File: src/hdl/pxvt_cfg.svh
`ifndef PXVT_CFG_SVH
`define PXVT_CFG_SVH

// ----------------------------------------------------------------
// index offsets in the extended indexed space
// ----------------------------------------------------------------
`define PXVT_IDX_TFT_HRE        8'hb5
`define PXVT_IDX_L480_VT        8'hb6
`define PXVT_IDX_L480_VDE       8'hb7
`define PXVT_IDX_L480_VBS       8'hb8
`define PXVT_IDX_L480_VBE       8'hb9
`define PXVT_IDX_L480_VRS       8'hba
`define PXVT_IDX_L480_VRE       8'hbb
`define PXVT_IDX_L480_OVF       8'hbc
`define PXVT_IDX_L350_VCTR      8'hc0
`define PXVT_IDX_L400_VCTR      8'hc1
`define PXVT_IDX_L480_VCTR      8'hc2
`define PXVT_IDX_HALF_LO        8'hc3
`define PXVT_IDX_HALF_HI        8'hc4
`define PXVT_IDX_TEXT_HCTR      8'hc5
`define PXVT_IDX_GFX_HCTR       8'hc6
`define PXVT_IDX_L600_VT        8'hc7
`define PXVT_IDX_L600_VDE       8'hc8
`define PXVT_IDX_L600_VBS       8'hc9
`define PXVT_IDX_L600_VBE       8'hca
`define PXVT_IDX_L600_VRS       8'hcb
`define PXVT_IDX_L600_VRE       8'hcc
`define PXVT_IDX_L600_OVF       8'hcd
`define PXVT_IDX_L400_VT        8'hf0
`define PXVT_IDX_RSVD_F1        8'hf1
`define PXVT_IDX_L400_VBS       8'hf2
`define PXVT_IDX_L400_VBE       8'hf3
`define PXVT_IDX_L400_VRS       8'hf4
`define PXVT_IDX_L400_VRE       8'hf5
`define PXVT_IDX_L400_OVF       8'hf6
`define PXVT_IDX_L350_VT        8'hf7
`define PXVT_IDX_RSVD_F8        8'hf8
`define PXVT_IDX_L350_VBS       8'hf9
`define PXVT_IDX_L350_VBE       8'hfa
`define PXVT_IDX_L350_VRS       8'hfb
`define PXVT_IDX_L350_VRE       8'hfc
`define PXVT_IDX_L350_OVF       8'hfd

// ----------------------------------------------------------------
// slot bases of the three index runs
// ----------------------------------------------------------------
`define PXVT_RUN0_LAST          8'hbc
`define PXVT_RUN1_FIRST         8'hc0
`define PXVT_RUN1_LAST          8'hcd
`define PXVT_RUN2_FIRST         8'hf0
`define PXVT_RUN2_LAST          8'hfd
`define PXVT_SLOT_RUN1          6'd8
`define PXVT_SLOT_RUN2          6'd22
`define PXVT_NUM_SLOTS          36

// ----------------------------------------------------------------
// field positions and reset value
// ----------------------------------------------------------------
`define PXVT_OVF_VT_HI          1:0
`define PXVT_OVF_VDE_HI         3:2
`define PXVT_OVF_VBS_HI         5:4
`define PXVT_OVF_VRS_HI         7:6
`define PXVT_VRE_FLD            3:0
`define PXVT_TFT_HRE_FLD        4:0
`define PXVT_TFT_SKEW_FLD       7:5
`define PXVT_HCTR_FLD           3:0
`define PXVT_HALF_HI_BIT        0
`define PXVT_RST_VAL            8'h00

// ----------------------------------------------------------------
// programmed-value offsets
// ----------------------------------------------------------------
`define PXVT_VT_ADJ             10'h002
`define PXVT_VDE_ADJ            10'h001
`define PXVT_VBS_ADJ            10'h001

`endif

File: src/hdl/pxvt_pkg.sv
package pxvt_pkg;

    typedef enum logic [2:0] {
        PXVT_GRP_STD = 3'b000,
        PXVT_GRP_350 = 3'b001,
        PXVT_GRP_400 = 3'b010,
        PXVT_GRP_480 = 3'b011,
        PXVT_GRP_600 = 3'b100
    } pxvt_grp_t;

    typedef enum logic [1:0] {
        PXVT_MISC_RSVD = 2'b00,
        PXVT_MISC_400  = 2'b01,
        PXVT_MISC_350  = 2'b10,
        PXVT_MISC_AUX  = 2'b11
    } pxvt_misc_t;

endpackage

File: src/hdl/pxvt_timing.sv
`timescale 1ns/1ps
// What this block does
// RULE1 - each vertical total low byte plus its overflow bits 1:0 is the line count minus two.
// RULE2 - the display end low byte is the active line count minus one, with overflow bits 3:2 as bits 9:8 for the 480 and 600 groups in expansion mode.
// RULE3 - the blank start low byte is the blank start line minus one, with bits 9:8 from overflow bits 5:4.
// RULE4 - the 8-bit blank end of each group is used as programmed, with no offset.
// RULE5 - retrace start is ten bits, low byte from its register and bits 9:8 from overflow bits 7:6, with no offset.
// RULE6 - only bits 3:0 of each retrace end register are compared; bits 7:4 are reserved.
// RULE7 - each overflow register holds total bits 9:8 at 1:0 and blank start bits 9:8 at 5:4.
// RULE8 - the 400 and 350 groups have no display end register and their overflow bits 3:2 are unused.
// RULE9 - the TFT register gives a 5-bit horizontal retrace end in 4:0 and a 3-bit skew in 7:5.
// RULE10 - in 350, 400 and 480 modes the picture is pushed down by that mode's 8-bit shift.
// RULE11 - the picture is shifted sideways by a 4-bit character count, one for text and one for graphics.
// RULE12 - a 9-bit half panel size, low byte plus bit 0 of the next register, marks the dual-panel split.
// RULE13 - hardware reset clears every register to zero.
// RULE14 - every register is read and written through the indexed data port.
// RULE15 - with the extended enable set, misc output bits 7:6 pick the extended group, else the standard set runs.
// RULE16 - the chosen group is assembled into 10-bit values and compared with the line counter to give blank, sync and display enable.
`include "pxvt_cfg.svh"

module pxvt_timing
    import pxvt_pkg::*;
(
    // clock and reset
    input  wire logic       i_core_clk,
    input  wire logic       i_nrst,
    // indexed data port
    input  wire logic [7:0] i_io_index,
    input  wire logic       i_io_wr,
    input  wire logic       i_io_rd,
    input  wire logic [7:0] i_io_wdata,
    output logic      [7:0] o_io_rdata,
    output logic            o_io_hit,
    // mode controls
    input  wire logic       i_ext_vtiming_en,
    input  wire logic [1:0] i_misc_out_sel,
    input  wire logic       i_aux_sel_600,
    input  wire logic       i_vexp_mode,
    input  wire logic       i_text_mode,
    // standard vertical set
    input  wire logic [9:0] i_std_vtotal,
    input  wire logic [9:0] i_std_vdisp_end,
    input  wire logic [9:0] i_std_vblank_start,
    input  wire logic [7:0] i_std_vblank_end,
    input  wire logic [9:0] i_std_vretrace_start,
    input  wire logic [3:0] i_std_vretrace_end,
    // line timing
    input  wire logic       i_line_start,
    output logic            o_vblank,
    output logic            o_vsync,
    output logic            o_vde,
    output logic            o_lower_half,
    output logic      [9:0] o_line,
    // panel side controls
    output logic      [4:0] o_tft_hretrace_end,
    output logic      [2:0] o_tft_hretrace_skew,
    output logic      [3:0] o_hshift_chars,
    output logic      [8:0] o_half_panel_size
);

    // ----------------------------------------------------------------
    // index decode
    // ----------------------------------------------------------------
    function automatic logic slot_hit(input logic [7:0] idx);
        slot_hit = (idx >= `PXVT_IDX_TFT_HRE && idx <= `PXVT_RUN0_LAST) ||
                   (idx >= `PXVT_RUN1_FIRST && idx <= `PXVT_RUN1_LAST) ||
                   (idx >= `PXVT_RUN2_FIRST && idx <= `PXVT_RUN2_LAST);
    endfunction

    function automatic logic [5:0] slot_of(input logic [7:0] idx);
        logic [7:0] d;
        d = 8'h00;
        if (idx >= `PXVT_RUN2_FIRST) begin
            d = idx - `PXVT_RUN2_FIRST;
            slot_of = `PXVT_SLOT_RUN2 + d[5:0];
        end else if (idx >= `PXVT_RUN1_FIRST) begin
            d = idx - `PXVT_RUN1_FIRST;
            slot_of = `PXVT_SLOT_RUN1 + d[5:0];
        end else begin
            d = idx - `PXVT_IDX_TFT_HRE;
            slot_of = d[5:0];
        end
    endfunction

    // ----------------------------------------------------------------
    // register storage
    // ----------------------------------------------------------------
    logic [7:0] regs_r [0:`PXVT_NUM_SLOTS-1];
    logic       hit;

    assign hit = slot_hit(i_io_index);

    always_ff @(posedge i_core_clk or negedge i_nrst) begin
        if (!i_nrst) begin
            for (int k = 0; k < `PXVT_NUM_SLOTS; k++) begin
                regs_r[k] <= `PXVT_RST_VAL; // RULE13
            end
        end else if (i_io_wr && hit) begin
            regs_r[slot_of(i_io_index)] <= i_io_wdata; // RULE14
        end
    end

    always_ff @(posedge i_core_clk or negedge i_nrst) begin
        if (!i_nrst) begin
            o_io_rdata <= 8'h00;
            o_io_hit   <= 1'b0;
        end else begin
            o_io_hit <= hit;
            if (i_io_rd) begin
                o_io_rdata <= hit ? regs_r[slot_of(i_io_index)] : 8'h00; // RULE14
            end
        end
    end

    // ----------------------------------------------------------------
    // group selection
    // ----------------------------------------------------------------
    pxvt_grp_t grp;

    always_comb begin
        grp = PXVT_GRP_STD;
        if (i_ext_vtiming_en) begin // RULE15
            case (pxvt_misc_t'(i_misc_out_sel))
                PXVT_MISC_400: begin
                    grp = PXVT_GRP_400;
                end
                PXVT_MISC_350: begin
                    grp = PXVT_GRP_350;
                end
                PXVT_MISC_AUX: begin
                    grp = i_aux_sel_600 ? PXVT_GRP_600 : PXVT_GRP_480;
                end
                default: begin
                    grp = PXVT_GRP_STD;
                end
            endcase
        end
    end

    // ----------------------------------------------------------------
    // field assembly
    // ----------------------------------------------------------------
    function automatic logic [7:0] rg(input logic [7:0] idx);
        rg = regs_r[slot_of(idx)];
    endfunction

    logic [9:0] vt_raw;
    logic [9:0] vde_raw;
    logic [9:0] vbs_raw;
    logic [7:0] vbe;
    logic [9:0] vrs;
    logic [3:0] vre;
    logic [7:0] vshift;
    logic [7:0] ovf;
    logic [7:0] lo_vt;
    logic [7:0] lo_vbs;
    logic [7:0] lo_vrs;

    always_comb begin
        ovf     = 8'h00;
        lo_vt   = 8'h00;
        lo_vbs  = 8'h00;
        lo_vrs  = 8'h00;
        vbe     = i_std_vblank_end;
        vre     = i_std_vretrace_end;
        vde_raw = i_std_vdisp_end;
        vshift  = 8'h00;
        case (grp)
            PXVT_GRP_350: begin
                ovf    = rg(`PXVT_IDX_L350_OVF);
                lo_vt  = rg(`PXVT_IDX_L350_VT);
                lo_vbs = rg(`PXVT_IDX_L350_VBS);
                lo_vrs = rg(`PXVT_IDX_L350_VRS);
                vbe    = rg(`PXVT_IDX_L350_VBE);
                vre    = 4'(rg(`PXVT_IDX_L350_VRE)); // RULE6
                vshift = rg(`PXVT_IDX_L350_VCTR);
            end
            PXVT_GRP_400: begin
                ovf    = rg(`PXVT_IDX_L400_OVF);
                lo_vt  = rg(`PXVT_IDX_L400_VT);
                lo_vbs = rg(`PXVT_IDX_L400_VBS);
                lo_vrs = rg(`PXVT_IDX_L400_VRS);
                vbe    = rg(`PXVT_IDX_L400_VBE);
                vre    = 4'(rg(`PXVT_IDX_L400_VRE)); // RULE6
                vshift = rg(`PXVT_IDX_L400_VCTR);
            end
            PXVT_GRP_480: begin
                ovf     = rg(`PXVT_IDX_L480_OVF);
                lo_vt   = rg(`PXVT_IDX_L480_VT);
                lo_vbs  = rg(`PXVT_IDX_L480_VBS);
                lo_vrs  = rg(`PXVT_IDX_L480_VRS);
                vbe     = rg(`PXVT_IDX_L480_VBE);
                vre     = 4'(rg(`PXVT_IDX_L480_VRE)); // RULE6
                vshift  = rg(`PXVT_IDX_L480_VCTR);
                vde_raw = {i_vexp_mode ? ovf[`PXVT_OVF_VDE_HI] : 2'b00, rg(`PXVT_IDX_L480_VDE)}; // RULE2
            end
            PXVT_GRP_600: begin
                ovf     = rg(`PXVT_IDX_L600_OVF);
                lo_vt   = rg(`PXVT_IDX_L600_VT);
                lo_vbs  = rg(`PXVT_IDX_L600_VBS);
                lo_vrs  = rg(`PXVT_IDX_L600_VRS);
                vbe     = rg(`PXVT_IDX_L600_VBE); // RULE4
                vre     = 4'(rg(`PXVT_IDX_L600_VRE)); // RULE6
                vde_raw = {i_vexp_mode ? ovf[`PXVT_OVF_VDE_HI] : 2'b00, rg(`PXVT_IDX_L600_VDE)}; // RULE2
            end
            default: begin
                vshift = 8'h00;
            end
        endcase
        // 350 and 400 groups keep the standard display end and ignore ovf 3:2
        if (grp == PXVT_GRP_STD) begin // RULE8
            vt_raw  = i_std_vtotal;
            vbs_raw = i_std_vblank_start;
            vrs     = i_std_vretrace_start;
        end else begin
            vt_raw  = {ovf[`PXVT_OVF_VT_HI], lo_vt};   // RULE1 RULE7
            vbs_raw = {ovf[`PXVT_OVF_VBS_HI], lo_vbs}; // RULE3 RULE7
            vrs     = {ovf[`PXVT_OVF_VRS_HI], lo_vrs}; // RULE5
        end
    end

    logic [9:0] last_line;
    logic [9:0] vbs_line;
    logic [9:0] de_first;
    logic [9:0] de_last;

    // total lines = raw + 2, so the last 0-based line is raw + 1
    assign last_line = vt_raw + `PXVT_VT_ADJ - 10'h001; // RULE1
    assign vbs_line  = vbs_raw + `PXVT_VBS_ADJ;         // RULE3
    assign de_first  = {2'b00, vshift};                  // RULE10
    assign de_last   = vde_raw + {2'b00, vshift};        // RULE10 RULE2

    // ----------------------------------------------------------------
    // line counter and vertical outputs
    // ----------------------------------------------------------------
    logic [9:0] line_r;
    logic [9:0] line_nxt;
    logic [8:0] half_size;

    assign line_nxt  = (line_r >= last_line) ? 10'h000 : line_r + 10'h001; // RULE16

    logic [7:0] half_lo_b;
    logic [7:0] half_hi_b;
    logic [7:0] tft_b;
    logic [7:0] text_ctr_b;
    logic [7:0] gfx_ctr_b;

    // whole register bytes, fields are cut from these
    always_comb begin
        half_lo_b  = rg(`PXVT_IDX_HALF_LO);
        half_hi_b  = rg(`PXVT_IDX_HALF_HI);
        tft_b      = rg(`PXVT_IDX_TFT_HRE);
        text_ctr_b = rg(`PXVT_IDX_TEXT_HCTR);
        gfx_ctr_b  = rg(`PXVT_IDX_GFX_HCTR);
    end

    assign half_size = {half_hi_b[`PXVT_HALF_HI_BIT], half_lo_b}; // RULE12

    always_ff @(posedge i_core_clk or negedge i_nrst) begin
        if (!i_nrst) begin
            line_r <= 10'h000;
        end else if (i_line_start) begin
            line_r <= line_nxt;
        end
    end

    always_ff @(posedge i_core_clk or negedge i_nrst) begin
        if (!i_nrst) begin
            o_vblank <= 1'b0;
            o_vsync  <= 1'b0;
        end else if (i_line_start) begin
            if (line_nxt == vbs_line) begin
                o_vblank <= 1'b1; // RULE16
            end else if (line_nxt[7:0] == vbe) begin
                o_vblank <= 1'b0; // RULE4
            end
            if (line_nxt == vrs) begin
                o_vsync <= 1'b1; // RULE5
            end else if (line_nxt[3:0] == vre[`PXVT_VRE_FLD]) begin
                o_vsync <= 1'b0; // RULE6
            end
        end
    end

    always_ff @(posedge i_core_clk or negedge i_nrst) begin
        if (!i_nrst) begin
            o_vde        <= 1'b0;
            o_lower_half <= 1'b0;
            o_line       <= 10'h000;
        end else begin
            o_vde        <= (line_r >= de_first) && (line_r <= de_last); // RULE16 RULE10
            o_lower_half <= (line_r > {1'b0, half_size});                // RULE12
            o_line       <= line_r;
        end
    end

    // ----------------------------------------------------------------
    // panel side controls
    // ----------------------------------------------------------------
    always_ff @(posedge i_core_clk or negedge i_nrst) begin
        if (!i_nrst) begin
            o_tft_hretrace_end  <= 5'h00;
            o_tft_hretrace_skew <= 3'h0;
            o_hshift_chars      <= 4'h0;
            o_half_panel_size   <= 9'h000;
        end else begin
            o_tft_hretrace_end  <= tft_b[`PXVT_TFT_HRE_FLD];  // RULE9
            o_tft_hretrace_skew <= tft_b[`PXVT_TFT_SKEW_FLD]; // RULE9
            o_hshift_chars      <= i_text_mode ? text_ctr_b[`PXVT_HCTR_FLD]
                                               : gfx_ctr_b[`PXVT_HCTR_FLD]; // RULE11
            o_half_panel_size   <= half_size; // RULE12
        end
    end
endmodule

File: config.mk
export PLATFORM = sky130hd
export DESIGN_NAME = pxvt_timing
export DESIGN_NICKNAME = d
export VERILOG_FILES = /design/src/hdl/pxvt_pkg.sv /design/src/hdl/pxvt_timing.sv
export VERILOG_INCLUDE_DIRS = /design/src /design/src/hdl
export SDC_FILE = /design/constraint.sdc
export NUM_CORES = 1
export LEC_CHECK = 0
export ABC_AREA = 1
export BUFFER_PORTS_ARGS = -buffer_cell sky130_fd_sc_hd__clkbuf_2
export CAP_MARGIN = 20
export CELL_PAD_IN_SITES_DETAIL_PLACEMENT = 0
export CELL_PAD_IN_SITES_GLOBAL_PLACEMENT = 2
export CORE_ASPECT_RATIO = 1.4
export CORE_MARGIN = 3
export CORE_UTILIZATION = 36
export DETAILED_ROUTE_END_ITERATION = 8
export PLACE_DENSITY = 0.92
export SLEW_MARGIN = 20
export SYNTH_ARGS = -nofsm -noshare
export SYNTH_HDL_FRONTEND = slang
export SYNTH_SLANG_ARGS = --single-unit
File: constraint.sdc
create_clock -name i_core_clk -period 4.1 [get_ports i_core_clk]
set_input_delay 0.41 -clock i_core_clk [delete_from_list [all_inputs] [get_ports i_core_clk]]
set_output_delay 0.41 -clock i_core_clk [all_outputs]
set_load 0.1 [all_outputs]
# ---- Yosys cells after proc, flatten, opt, wreduce, memory -nomap -nowiden
# Cells that the tools add are included.
dict set report classes {
  n_mux 149
  magnitude_cmp 42
  bitwise_logic 31
  eq_ne 11
  n_addsub 10
  reduce_logical 13
}
# operator count
set ops {}
lappend ops {{8-bit binary-select mux with 6-bit select} 30}
lappend ops {{8-bit 2-to-1 mux} 54}
lappend ops {{288-bit bitwise mux} 1}
lappend ops {{7-bit greater-or-equal comparator (second input constant)} 31}
lappend ops {{6-bit inverter with 7-bit output} 31}
lappend ops {{6-bit 2-to-1 mux} 33}
lappend ops {{8-bit one-hot mux with 4 select lines} 5}
lappend ops {{8-bit demux with 6-bit select} 1}
lappend ops {{10-bit 2-to-1 mux} 4}
lappend ops {{4-bit 2-to-1 mux} 9}
lappend ops {{8-bit greater-or-equal comparator (second input constant)} 3}
lappend ops {{8-bit less-or-equal comparator (second input constant)} 3}
lappend ops {{8-bit one-hot mux with 3 select lines} 1}
lappend ops {{10-bit by 1-bit adder with 10-bit output (second input constant)} 2}
lappend ops {{10-bit equality test} 2}
lappend ops {{10-bit one-hot mux with 2 select lines} 1}
lappend ops {{4-bit one-hot mux with 4 select lines} 1}
lappend ops {{6-bit subtractor (second input constant)} 2}
lappend ops {{10-bit by 2-bit adder with 10-bit output (second input constant)} 1}
lappend ops {{10-bit by 8-bit adder with 10-bit output} 1}
lappend ops {{10-bit greater-or-equal comparator} 1}
lappend ops {{10-bit by 8-bit greater-or-equal comparator with 1-bit output} 1}
lappend ops {{10-bit by 9-bit greater-than comparator with 1-bit output} 1}
lappend ops {{10-bit less-or-equal comparator} 1}
lappend ops {{21 further kinds} 36}
dict set report totals {
  ff_bits 342
}

# ---- Logic depth before layout (Yosys ltp)
# Gate-level depths: netlist of run 1.
dict set report logic_depth {
  word_depth 18
  depth_mapped 32
  depth_no_buf 31
}

# ---- Worst setup path before layout of run 1
# Ideal clock, no wire load.
dict set report synth_path {
  path_type {in2reg}
  start {input port i_misc_out_sel[0]}
  end {register o_vsync}
  setup_time_ns 0.122
  path_slack_ns -0.172
  arrival_time_ns 4.150
  path_buffers 4
  stages 28
  cell_sequence {buf_2 -> nand2_2 -> nand2_2 -> buf_2 -> buf_2 -> buf_2 -> nor2_1 -> nor2_1 -> ha_1 -> inv_1 -> nor2_1 -> nand2_1 -> nor3_2 -> nand2_1 -> nor2_1 -> xor2_1 -> ha_1 -> nand2_1 -> nor2_1 -> o211ai_1 -> nand3_1 -> nor2_1 -> nand2_1 -> xor2_1 -> nor2_1 -> nand3b_1 -> o21ai_0 -> nand2_1}
}
dict set report synth_via {
  elab_chain_len 13
  elab_cells_between_ends 25
}
# item line_no
set synth_lines {}
lappend synth_lines {{from (decl)} pxvt_timing.sv:36} ;# input wire logic [1:0] i_misc_out_sel,
lappend synth_lines {{2-bit equality test or 2-bit by 1-bit equality test with 1-bit output (tied branches)} pxvt_timing.sv:123} ;# case (pxvt_misc_t'(i_misc_out_sel))
lappend synth_lines {{3-bit one-hot mux with 3 select lines (*)} pxvt_timing.sv:123}
lappend synth_lines {{3-bit 2-to-1 mux (*)} pxvt_timing.sv:122} ;# if (i_ext_vtiming_en) begin
lappend synth_lines {{3-bit equality test, or another cell as far along} pxvt_timing.sv:168} ;# case (grp)
lappend synth_lines {{8-bit one-hot mux with 4 select lines} pxvt_timing.sv:168}
lappend synth_lines {{10-bit 2-to-1 mux} pxvt_timing.sv:211} ;# if (grp == PXVT_GRP_STD) begin
lappend synth_lines {{10-bit by 2-bit adder with 10-bit output (no source line)} n/a}
lappend synth_lines {{10-bit by 1-bit subtractor with 10-bit output} pxvt_timing.sv:228} ;# assign last_line = vt_raw + `PXVT_VT_ADJ - 10'h001;
lappend synth_lines {{10-bit greater-or-equal comparator} pxvt_timing.sv:240} ;# assign line_nxt = (line_r >= last_line) ? 10'h000 : line_r + 10'h001;
lappend synth_lines {{10-bit 2-to-1 mux} pxvt_timing.sv:240}
lappend synth_lines {{10-bit equality test or 4-bit equality test (tied branches)} {pxvt_timing.sv:277, pxvt_timing.sv:279}}
lappend synth_lines {{2-bit nonzero test (no source line)} n/a}
lappend synth_lines {{2-bit AND reduction (no source line)} n/a}
lappend synth_lines {{to (signal assigned)} pxvt_timing.sv:270} ;# o_vsync <= 1'b0;
lappend synth_lines {{to (signal assigned)} pxvt_timing.sv:278} ;# o_vsync <= 1'b1;
lappend synth_lines {{to (signal assigned)} pxvt_timing.sv:280} ;# o_vsync <= 1'b0;
lappend synth_lines {{to (decl)} pxvt_timing.sv:50} ;# output logic o_vsync,
# Every way passes the cells marked *; elsewhere a longest branch is shown, timed or not.
# A chain may end at the register's enable or synchronous reset.

# ---- Worst setup path in the final report of run 1
dict set report layout_path {
  start {register regs_r[272] (netlist name)}
  end {register o_vsync}
}
dict set report layout_via {
  elab_chain_len 12
  elab_cells_between_ends 63
}
# item line_no
set layout_lines {}
lappend layout_lines {{from (decl)} pxvt_timing.sv:88} ;# logic [7:0] regs_r [0:`PXVT_NUM_SLOTS-1];
lappend layout_lines {{from (signal, indexed assignment)} pxvt_timing.sv:96} ;# regs_r[k] <= `PXVT_RST_VAL;
lappend layout_lines {{from (signal, indexed assignment)} pxvt_timing.sv:99} ;# regs_r[slot_of(i_io_index)] <= i_io_wdata;
lappend layout_lines {{8-bit binary-select mux with 6-bit select} pxvt_timing.sv:144} ;# rg = regs_r[slot_of(idx)];
lappend layout_lines {{8-bit 2-to-1 mux (not written as such) (2 in series)} pxvt_timing.sv:144}
lappend layout_lines {{8-bit one-hot mux with 4 select lines} pxvt_timing.sv:168}
lappend layout_lines {{10-bit 2-to-1 mux} pxvt_timing.sv:211}
lappend layout_lines {{10-bit by 2-bit adder with 10-bit output (no source line)} n/a}
lappend layout_lines {{10-bit by 1-bit subtractor with 10-bit output} pxvt_timing.sv:228}
lappend layout_lines {{10-bit greater-or-equal comparator} pxvt_timing.sv:240}
lappend layout_lines {{10-bit 2-to-1 mux} pxvt_timing.sv:240}
lappend layout_lines {{10-bit equality test or 4-bit equality test (tied branches)} {pxvt_timing.sv:277, pxvt_timing.sv:279}}
lappend layout_lines {{2-bit nonzero test (no source line)} n/a}
lappend layout_lines {{2-bit AND reduction (no source line)} n/a}
# Parallel ways exist; a longest one is shown, timed or not. The select of a mux whose other input is x is not followed.

==> summary.md, run 1 <==
| Metric | Value |
|---|---|
| DRC errors left | `0` |
| Initial DRC Count | `1951` |
| Final setup fails | `0` |
| Max-Cap Viols | `0` |
| Most common cell in the netlist | `nand2_1` |
| Synth Cell Area | `19600 µm²` |
| Final Slew Violations | `0` |
| Worst hold path type | `input pin to flip-flop` |
| Fillers | `5522` |
| FP Rows | `100` |
| Origin of the critical flop-to-flop path | `regs_r[272]$_DFFE_PN0P_` |
| Tmin final | `3.67 ns` |
| Max layer used | `met5` |
| Vias in the first global route | `18100` |
| EDFF count, synth | `0` |
| Critical path capture point | `o_vsync$_DFFE_PN0P_` |
| Die Ht | `282 µm` |
| H-tree level count | `2` |
| Met3 wire length | `6360 µm` |
| Largest net degree at the start of global routing | `149` |
| Startpoint Class | `flip-flop` |
| CP Max Fanout | `7` |
| Rel. slew slack | `0.276` |
| Placed Area | `21200 µm²` |
| WL per Instance | `24.4 µm` |
| Peak supply drop | `0.000241 V` |
| GP Congestion | `1.01` |
| First-pass GRT wire length | `121000 µm` |
| Worst Setup End Kind | `flip-flop` |
| R2R Path End | `o_vsync$_DFFE_PN0P_` |
| Clock buffer count from CTS | `37` |
| Register area share after synthesis | `0.438` |
| Synth top area share | `0.438` |
| Via count | `18800` |
| Num ports | `123` |
| Top cells by area, synth | `dfrtp_1 44%, nand2_1 15%, o21ai_0 8.7%, inv_1 4.1%, ha_1 3.5%` |
| Post-synth top area cell | `dfrtp_1` |
| Post-synthesis net count | `2688` |
| Register area | `8560 µm²` |
| R2R cell count | `25` |
| Ys async rst share | `1.00` |
| Tightest Pin Transition | `1.08 ns` |
| Slowest stage cell, crit path | `dfrtp_1` |
| Die W | `203 µm` |
| DP HPWL | `62400 µm` |
| Area Growth Syn to Fin | `15.0%` |
| I/O Buffers | `122` |
| Aggregate global-route resource usage | `0.287` |
| Post-Syn Area per Cell | `7.66 µm²` |
| Worst hold stages | `2` |
| Critical Path AT | `4.10 ns` |
| Ant diodes | `0` |
| Clock Tree Buf Depth | `3` |
| Synthesized flop and latch total | `342` |
| Initial core utilization | `0.366` |
| Worst Setup Slack post-DPL | `-0.266 ns` |
| Final Hold Vio Count | `0` |
| WL met2 | `39100 µm` |
| WL met1 | `31100 µm` |
| Reg-to-reg slack, setup | `0.43 ns` |
| Clock-pin transition on the worst setup and hold timing paths | `0.06 ns` |
| First-pass detailed-route iteration total | `5` |
| CTS tree | `done` |
| Core area | `53400 µm²` |
| Syn. warnings | `0` |
| Max incr delay on CP | `0.35 ns` |
| Final ANT Viol Nets | `0` |
| Post-Place Cells | `3355` |
| Setup ws final | `0.426 ns` |
| Area of the multi-input gates | `9480 µm²` |
| Main synth FF type | `dfrtp_1` |
| Leakage power | `10.7 nW` |
| Crit path kind | `flip-flop to flip-flop` |
| Outcome | `complete, no violations` |
| PD cells | `439 nW/µm²` |
| Nets | `2817` |
| Design Area, Final | `22500 µm²` |
| Most frequent CP cell | `nor2_1` |
| Crit path launch | `regs_r[272]$_DFFE_PN0P_` |
| Vias per inst | `5.50` |
| Clock Tree Root | `clkbuf_16` |
| Clock sinks | `342` |
| Clock Skew | `0.0302 ns` |
| Finished Layout Cells | `3422` |
| Worst-Skew Late Latency | `0.56 ns` |
| GRT overflow | `0` |
| Tcrit/Tclk final | `0.896` |
| Required time worst endpoint | `4.53 ns` |
| Initial antenna violation count | `1` |
| Share of cells above drive strength 1 | `0.142` |
| Detailed Route WL | `83500 µm` |
| Netlist cell types | `62` |
| F_max | `272 MHz` |
| Die area | `57200 µm²` |
| Top post-synthesis cells by count | `768 x nand2_1, 342 x dfrtp_1, 341 x o21ai_0, 216 x inv_1, 141 x nor2_1` |
| Cell count after synthesis | `2553` |
state kept, by name (all words and copies together) (netlist names):
name / flops
o_vsync: 1
o_io_hit: 1
o_lower_half: 1
regs_r: 288
o_tft_hretrace_skew: 3
o_vde: 1
o_vblank: 1
o_hshift_chars: 4
line_r: 10
o_line: 10
o_half_panel_size: 9
o_io_rdata: 8
o_tft_hretrace_end: 5
layout by cell type (no fill, tap or decap), types with 11 or more instances in the layout:
cell	synthesis	layout
buf_4	10	97
clkbuf_2	0	121
nand2_2	12	13
nand3_1	74	71
ha_1	55	55
xor2_1	18	18
inv_1	216	209
a22oi_1	33	33
nand2_4	16	18
nor2_1	141	135
clkbuf_1	64	12
nand4_1	47	47
a21oi_1	76	75
clkbuf_16	0	37
nand2_1	768	765
inv_2	8	14
xnor2_1	11	11
o22ai_1	17	17
mux2i_1	15	15
nor2_4	17	18
dfrtp_1	342	342
o21ai_0	341	339
o21ai_1	112	114
power breakdown:
part | total [mW] | switching, mW | internal [mW]
sequential | 3.91 | 0.260 | 3.65
clock | 3.32 | 1.44 | 1.88
combinational | 2.64 | 1.87 | 0.769
timing repair:
item                       CTS  global route
hold buffers                 1             0
gates resized for setup      0            15
hold endpoints to repair    42             0
setup endpoints to repair    0             2
buffers inserted             0             1
area by class of cell:
cell class,count,share of cell area
Clock inverter,8,0.00356
Inverter,230,0.0393
Timing Repair Buffer,228,0.0675
Clock buffer,57,0.0481
Multi-Input combinational cell,1843,0.421
Tap cell,714,0.0397
Sequential cell,342,0.381
through the flow:
step	utilization	power [mW]	setup TNS, ns	hold WS (ns)
after floorplan	-	5.50	0	0.114
after global placement	0.398	6.52	-0.219	0.396
after detailed placement	0.398	6.54	-0.550	0.402
after CTS	0.420	9.87	0	0.176
after global routing	0.421	10.3	-0.00100	0.200
final	0.421	9.86	0	0.191
worst min-delay path by stage:
| stage | startpoint | end | slack, ns |
|---|---|---|---|
| 6_report | i_text_mode | o_hshift_chars[1]$_DFF_PN0_ | 0.19 |
| 5_1_grt | i_text_mode | o_hshift_chars[0]$_DFF_PN0_ | 0.20 |
| 4_1_cts | i_text_mode | o_hshift_chars[1]$_DFF_PN0_ | 0.18 |
| 3_5_place_dp | regs_r[196]$_DFFE_PN0P_ | o_half_panel_size[4]$_DFF_PN0_ | 0.40 |
| 3_3_place_gp | regs_r[198]$_DFFE_PN0P_ | o_half_panel_size[6]$_DFF_PN0_ | 0.40 |
| 2_1_floorplan | i_nrst | line_r[0]$_DFFE_PN0P_ | 0.11 |
cell families (layout without fill, tap and decap cells):
logic type / Yosys count / in the layout / share of synthesized area
AND/OR/NAND/NOR: 1103 / 1103 / 0.243
AO/OA/AOI/OAI: 635 / 635 / 0.177
buffers and inverters: 368 / 523 / 0.0815
flip-flops: 342 / 342 / 0.438
adder cells (fa/ha/maj): 56 / 56 / 0.0362
XOR/XNOR: 30 / 30 / 0.0144
multiplexers: 19 / 19 / 0.00998
critical path: cells and delay by family, from the launching register on:
family	cells	cell delay (ns)
and+or+nand+nor	15	1.68
DFF	1	0.35
adders and majority gates	2	0.45
AOI/OAI and AO/OA	3	0.42
buffers and inverters	3	0.31
xor gates and xnor gates	2	0.36
metal layers:
metal / GRT usage / up-vias
li1: - / 8639
met1: 0.342 / 8984
met2: 0.476 / 921
met3: 0.0458 / 266
met4: 0.198 / 2
met5: 0 / -
Note: power is estimated with default switching activity, not from simulation.
==> run 2, diff against run 1 <==
--- a/config.mk
+++ b/config.mk
@@ -9,13 +9,13 @@
 export ABC_AREA = 1
 export BUFFER_PORTS_ARGS = -buffer_cell sky130_fd_sc_hd__clkbuf_2
 export CAP_MARGIN = 20
-export CELL_PAD_IN_SITES_DETAIL_PLACEMENT = 0
-export CELL_PAD_IN_SITES_GLOBAL_PLACEMENT = 2
+export CELL_PAD_IN_SITES_DETAIL_PLACEMENT = 1
+export CELL_PAD_IN_SITES_GLOBAL_PLACEMENT = 1
 export CORE_ASPECT_RATIO = 1.4
 export CORE_MARGIN = 3
-export CORE_UTILIZATION = 36
+export CORE_UTILIZATION = 46
 export DETAILED_ROUTE_END_ITERATION = 8
-export PLACE_DENSITY = 0.92
+export PLACE_DENSITY = 0.93
 export SLEW_MARGIN = 20
 export SYNTH_ARGS = -nofsm -noshare
 export SYNTH_HDL_FRONTEND = slang
==> run 2 against run 1 <==
Effect of this change:
- hold slack better by 0.021 ns
- core utilization is 12 points higher
- critical path depth is 1 higher
- sequential power hardly changed
- non-clock buffer count is 3 lower
- final area is 0.63% lower
- register-to-register slack worse by 0.28 ns
- clock skew is 0.0036 ns lower
- clock power is 7.8% higher
- flip-flop and latch count stayed put
- total power is 3.9% higher
- critical path type unchanged
- largest cell class unchanged
==> summary.md, run 2 (same netlist as run 1, synthesis figures left out) <==
| Metric | Value |
|---|---|
| Outcome | `complete, no violations` |
| Leakage power | `10.8 nW` |
| CTS tree | `done` |
| Setup_tns | `0 ns` |
| Share of cells above drive strength 1 | `0.143` |
| Max FFs per register | `288` |
| WL per Instance | `27.7 µm` |
| Vias per inst | `6.29` |
| Required time worst endpoint | `4.57 ns` |
| FP Rows | `88` |
| Peak supply drop | `0.000302 V` |
| Clock-pin transition on the worst setup and hold timing paths | `0.07 ns` |
| PD cells | `458 nW/µm²` |
| Worst hold path type | `input pin to flip-flop` |
| Num ports | `123` |
| Largest register by flop count | `regs_r` |
| Clock buffer count from CTS | `37` |
| Die Ht | `250 µm` |
| Critical Path AT | `4.42 ns` |
| I/O Buffers | `122` |
| Rel. slew slack | `0.264` |
| GRT overflow | `0` |
| Clock Skew | `0.0267 ns` |
| Worst Setup End Kind | `flip-flop` |
| Crit path kind | `flip-flop to flip-flop` |
| Nets | `2815` |
| CP Max Fanout | `5` |
| Tightest Pin Transition | `1.10 ns` |
| Design Area, Final | `22300 µm²` |
| Aggregate global-route resource usage | `0.390` |
| Largest net degree at the start of global routing | `112` |
| Clock Tree Buf Depth | `3` |
| Fillers | `5113` |
| Biggest regs | `regs_r: 288 flops, line_r: 10 flops, o_line: 10 flops` |
| Clock Tree Root | `clkbuf_16` |
| Worst-Skew Late Latency | `0.55 ns` |
| F_max | `253 MHz` |
| Area Growth Syn to Fin | `14.2%` |
| Most common cell after layout, fill and taps aside | `nand2_1` |
| Max-Cap Viols | `0` |
| Die W | `180 µm` |
| Via count | `20400` |
| H-tree level count | `2` |
| Vias in the first global route | `21400` |
| Commonest cells after routing, fill and taps aside | `764 x nand2_1, 342 x dfrtp_1, 333 x o21ai_0` |
| Placed Area | `21000 µm²` |
| First-pass detailed-route iteration total | `6` |
| Final Hold Vio Count | `0` |
| Tmin final | `3.95 ns` |
| First-pass GRT wire length | `134000 µm` |
| Final setup fails | `0` |
| Initial DRC Count | `2369` |
| Core area | `41600 µm²` |
| Clock sinks | `342` |
| Tcrit/Tclk final | `0.964` |
| DP HPWL | `64300 µm` |
| GP Congestion | `1.05` |
| Initial antenna violation count | `0` |
| Die area | `45100 µm²` |
| Startpoint Class | `flip-flop` |
| Final Slew Violations | `0` |
| Initial core utilization | `0.470` |
| Detailed Route WL | `90000 µm` |
| Final ANT Viol Nets | `0` |
| DRC errors left | `0` |
## run 2: where the power goes
group / total (mW) / leakage, nW / internal (mW) / switching [mW]
clock: 3.58 / 0.620 / 2.09 / 1.50
combinational: 2.73 / 5.70 / 0.756 / 1.97
sequential: 3.93 / 4.45 / 3.65 / 0.287
## run 2: path summary, 6_finish.rpt
path,from,to,slack (ns),cells after the start
min in group asynchronous,i_nrst,o_half_panel_size[1]$_DFF_PN0_,0.50,2
worst max register to register,regs_r[48]$_DFFE_PN0P_,o_vsync$_DFFE_PN0P_,0.15,26
worst min register to register,regs_r[193]$_DFFE_PN0P_,o_half_panel_size[1]$_DFF_PN0_,0.41,0
max in group asynchronous,i_nrst,regs_r[228]$_DFFE_PN0P_,2.44,3
worst min-delay path,i_text_mode,o_hshift_chars[2]$_DFF_PN0_,0.21,2
worst max-delay path,regs_r[48]$_DFFE_PN0P_,o_vsync$_DFFE_PN0P_,0.15,26
## run 2: layout make-up
class                   count  area [µm²]  share of cell area
flip-flops and latches    342        8560               0.383
diodes                      1        2.50            0.000112
multi-input cells        1844        9510               0.426
clock buffers              53        1080              0.0482
inverters                 230         883              0.0395
clock inverters            12         179             0.00801
repair buffers            225        1460              0.0653
well taps                 540         676              0.0302
## run 2: through the flow
step	power (mW)	hold slack (ns)	cells	util	setup WS [ns]
4_1_cts	10.1	0.197	3242	0.534	0.0653
5_1_grt	10.6	0.219	3246	0.537	-0.0638
3_5_place_dp	6.54	0.391	3176	0.503	-0.387
2_1_floorplan	5.50	0.114	2553	-	0.00233
3_3_place_gp	6.40	0.385	3176	0.503	-0.0371
6_report	10.2	0.212	3247	0.537	0.147
## run 2: repair_timing
action	in CTS	in global routing
setup endpoints to repair	0	3
resized for setup	0	27
hold endpoints to repair	12	0
buffers inserted	0	3
hold buffers	1	0
## run 2: critical path, cell delays in order, from the launching register on
cell	delay, ns
dfrtp_1	0.35
inv_1	0.13
o21ai_1	0.17
nor3_1	0.07
nor2_1	0.15
ha_1	0.17
inv_1	0.06
nor2_2	0.15
nand2_2	0.10
nor3_4	0.16
nand2_1	0.08
nor2_1	0.12
xor2_1	0.18
ha_1	0.27
nand2_1	0.09
nor2_1	0.07
o211ai_1	0.18
nand3_2	0.24
nor2_4	0.19
buf_12	0.14
nand3_2	0.13
inv_1	0.11
buf_4	0.13
o221ai_1	0.10
nor2_1	0.13
nand3_1	0.09
nand2_1	0.08
## run 2: routing by layer
metal  part of all wire  up-vias  wire [µm]  GRT usage
met4               0.11        0       9840      0.335
met5                  0        -          0          0
li1                   -     8640          -          -
met2               0.45     1390      40900      0.624
met1               0.35     9927      31300      0.452
met3              0.088      469       7940     0.0665
==> run 3, diff against run 2 <==
--- a/config.mk
+++ b/config.mk
@@ -7,7 +7,7 @@
 export NUM_CORES = 1
 export LEC_CHECK = 0
 export ABC_AREA = 1
-export BUFFER_PORTS_ARGS = -buffer_cell sky130_fd_sc_hd__clkbuf_2
+export BUFFER_PORTS_ARGS = -buffer_cell sky130_fd_sc_hd__buf_4
 export CAP_MARGIN = 20
 export CELL_PAD_IN_SITES_DETAIL_PLACEMENT = 1
 export CELL_PAD_IN_SITES_GLOBAL_PLACEMENT = 1
@@ -15,7 +15,7 @@
 export CORE_MARGIN = 3
 export CORE_UTILIZATION = 46
 export DETAILED_ROUTE_END_ITERATION = 8
-export PLACE_DENSITY = 0.93
+export PLACE_DENSITY_LB_ADDON = 0.1
 export SLEW_MARGIN = 20
 export SYNTH_ARGS = -nofsm -noshare
 export SYNTH_HDL_FRONTEND = slang
==> run 3 against run 2 <==
Effect of this change:
- the run now ends with negative hold slack left
- sequential power barely moved
- first-iteration DRC count fell by 21%
- clock power rose by 5.9%
- critical path depth rose by 2
- count of clock-buffer cells in the layout rose by 1
- global-route usage fell by 0.73 points
- wire length fell by 2.5%
- non-clock buffer count fell by 8
- largest cell class unchanged
==> summary.md, run 3 (same netlist as run 1, synthesis figures left out) <==
| Metric | Value |
|---|---|
| Clock Tree Root | `clkbuf_16` |
| Largest net degree at the start of global routing | `114` |
| WL per Instance | `27.1 µm` |
| Rel. slew slack | `0.358` |
| Clock Skew | `0.0126 ns` |
| Fillers | `5194` |
| Max incr delay on CP | `0.33 ns` |
| Share of cells above drive strength 1 | `0.143` |
| F_max | `258 MHz` |
| Final ANT Viol Nets | `0` |
| Core area | `41600 µm²` |
| Worst-Skew Late Latency | `0.55 ns` |
| GP Congestion | `1.04` |
| Final Hold Vio Count | `28` |
| CTS tree | `done` |
| Die area | `45100 µm²` |
| Crit path launch | `regs_r[49]$_DFFE_PN0P_` |
| First-pass detailed-route iteration total | `5` |
| PD cells | `461 nW/µm²` |
| Final Slew Violations | `0` |
| Setup_tns | `0 ns` |
| I/O Buffers | `122` |
| Die W | `180 µm` |
| CP Max Fanout | `5` |
| Initial core utilization | `0.470` |
| Reg-to-reg slack, setup | `0.22 ns` |
| DP HPWL | `64800 µm` |
| Nets | `2807` |
| Critical Path AT | `4.32 ns` |
| Tightest Pin Transition | `0.964 ns` |
| Most common cell after layout, fill and taps aside | `nand2_1` |
| Required time worst endpoint | `4.54 ns` |
| GRT overflow | `0` |
| Outcome | `complete, but fails checks` |
| Peak supply drop | `0.000353 V` |
| Final setup fails | `0` |
| Clock buffer count from CTS | `38` |
| Initial DRC Count | `1862` |
| Finished Layout Cells | `3241` |
| Vias per inst | `6.08` |
| Origin of the critical flop-to-flop path | `regs_r[49]$_DFFE_PN0P_` |
| Design Area, Final | `22700 µm²` |
| Worst Hold Slack | `-0.0544 ns` |
| Tmin final | `3.88 ns` |
| Hold-fix buffers, CTS | `0` |
| Vias in the first global route | `20500` |
| Slowest stage cell, crit path | `dfrtp_1` |
| Startpoint Class | `flip-flop` |
| Crit path kind | `flip-flop to flip-flop` |
| DRC errors left | `0` |
| R2R cell count | `28` |
| Clock sinks | `342` |
| Clock-pin transition on the worst setup and hold timing paths | `0.06 ns` |
| H-tree level count | `2` |
| Failing checks | `negative hold slack` |
| Biggest regs | `regs_r: 288 flops, line_r: 10 flops, o_line: 10 flops` |
| Leakage power | `10.9 nW` |
| Clock Tree Buf Depth | `3` |
| Area Growth Syn to Fin | `16.0%` |
| Worst Setup End Kind | `flip-flop` |
| Detailed Route WL | `87700 µm` |
| Max-Cap Viols | `0` |
| Commonest cells after routing, fill and taps aside | `766 x nand2_1, 342 x dfrtp_1, 336 x o21ai_0` |
| Num ports | `123` |
| R2R Path End | `o_vsync$_DFFE_PN0P_` |
| Max FFs per register | `288` |
| Aggregate global-route resource usage | `0.383` |
| Tcrit/Tclk final | `0.947` |
| Via count | `19700` |
| Initial antenna violation count | `0` |
| Largest register by flop count | `regs_r` |
| First-pass GRT wire length | `130000 µm` |
| Worst hold path type | `input pin to async pin` |
| Post-Place Cells | `3168` |
| Die Ht | `250 µm` |
| Register area | `8560 µm²` |
| Placed Area | `21200 µm²` |
| Area of the multi-input gates | `9470 µm²` |
| FP Rows | `88` |
-- run 3: changes by cell type in the layout (fill, tap and decap cells not counted), moves of 4 or more --
| cell | before | now |
|---|---|---|
| inv_1 | 209 | 205 |
| buf_12 | 5 | 9 |
| buf_4 | 97 | 206 |
| clkbuf_2 | 121 | 0 |
| inv_2 | 11 | 17 |
-- run 3: where the power goes --
group | total [mW] | internal, mW | switching (mW)
clock network | 3.79 | 2.30 | 1.49
registers | 3.93 | 3.65 | 0.288
logic | 2.73 | 0.817 | 1.91
-- run 3: area by class of cell --
cell class | count | area share
Clock buffer | 54 | 0.0481
Clock inverter | 14 | 0.0114
Multi-Input combinational cell | 1843 | 0.417
Inverter | 230 | 0.0389
Antenna cell | 1 | 0.000110
Sequential cell | 342 | 0.377
Timing Repair Buffer | 217 | 0.0771
Tap cell | 540 | 0.0298
-- run 3: worst max-delay path by stage --
stage                      endpoint  depth (start not counted)  slack, ns
3_5_place_dp   o_vblank$_DFFE_PN0P_                         31      -0.20
5_1_grt         o_vsync$_DFFE_PN0P_                         28     -0.003
2_1_floorplan   o_vsync$_DFFE_PN0P_                         28      0.002
4_1_cts        o_vblank$_DFFE_PN0P_                         26       0.18
3_3_place_gp    o_vsync$_DFFE_PN0P_                         30      0.009
6_report        o_vsync$_DFFE_PN0P_                         28       0.22
-- run 3: what timing repair did --
action,4_1_cts,5_1_grt
gates resized for setup,0,21
setup buffers,0,4
endpoints found under the setup margin,0,3
-- run 3: worst max-delay path: cells and delay by family, from the launching register on --
kind,cells,cell delay [ns]
XOR/XNOR,1,0.16
AO/OA/AOI/OAI,3,0.47
adder cells (fa/ha/maj),2,0.43
AND/OR/NAND/NOR,16,1.77
buffers and inverters,6,0.62
flip-flops,1,0.33
-- run 3: per-layer routing --
| layer | track usage | up-vias | wire, µm |
|---|---|---|---|
| met5 | 0 | - | 0 |
| met2 | 0.630 | 926 | 41300 |
| met4 | 0.255 | 0 | 7420 |
| met3 | 0.0611 | 321 | 5890 |
| met1 | 0.463 | 9829 | 33100 |
| li1 | - | 8626 | - |
-- run 3: metrics by stage --
step	total power [mW]	utilization	worst slack (ns)
2_1_floorplan	5.50	-	0.00233
3_3_place_gp	6.54	0.511	0.00859
3_5_place_dp	6.64	0.511	-0.203
4_1_cts	10.4	0.543	0.176
5_1_grt	10.8	0.545	-0.00276
6_report	10.5	0.545	0.217
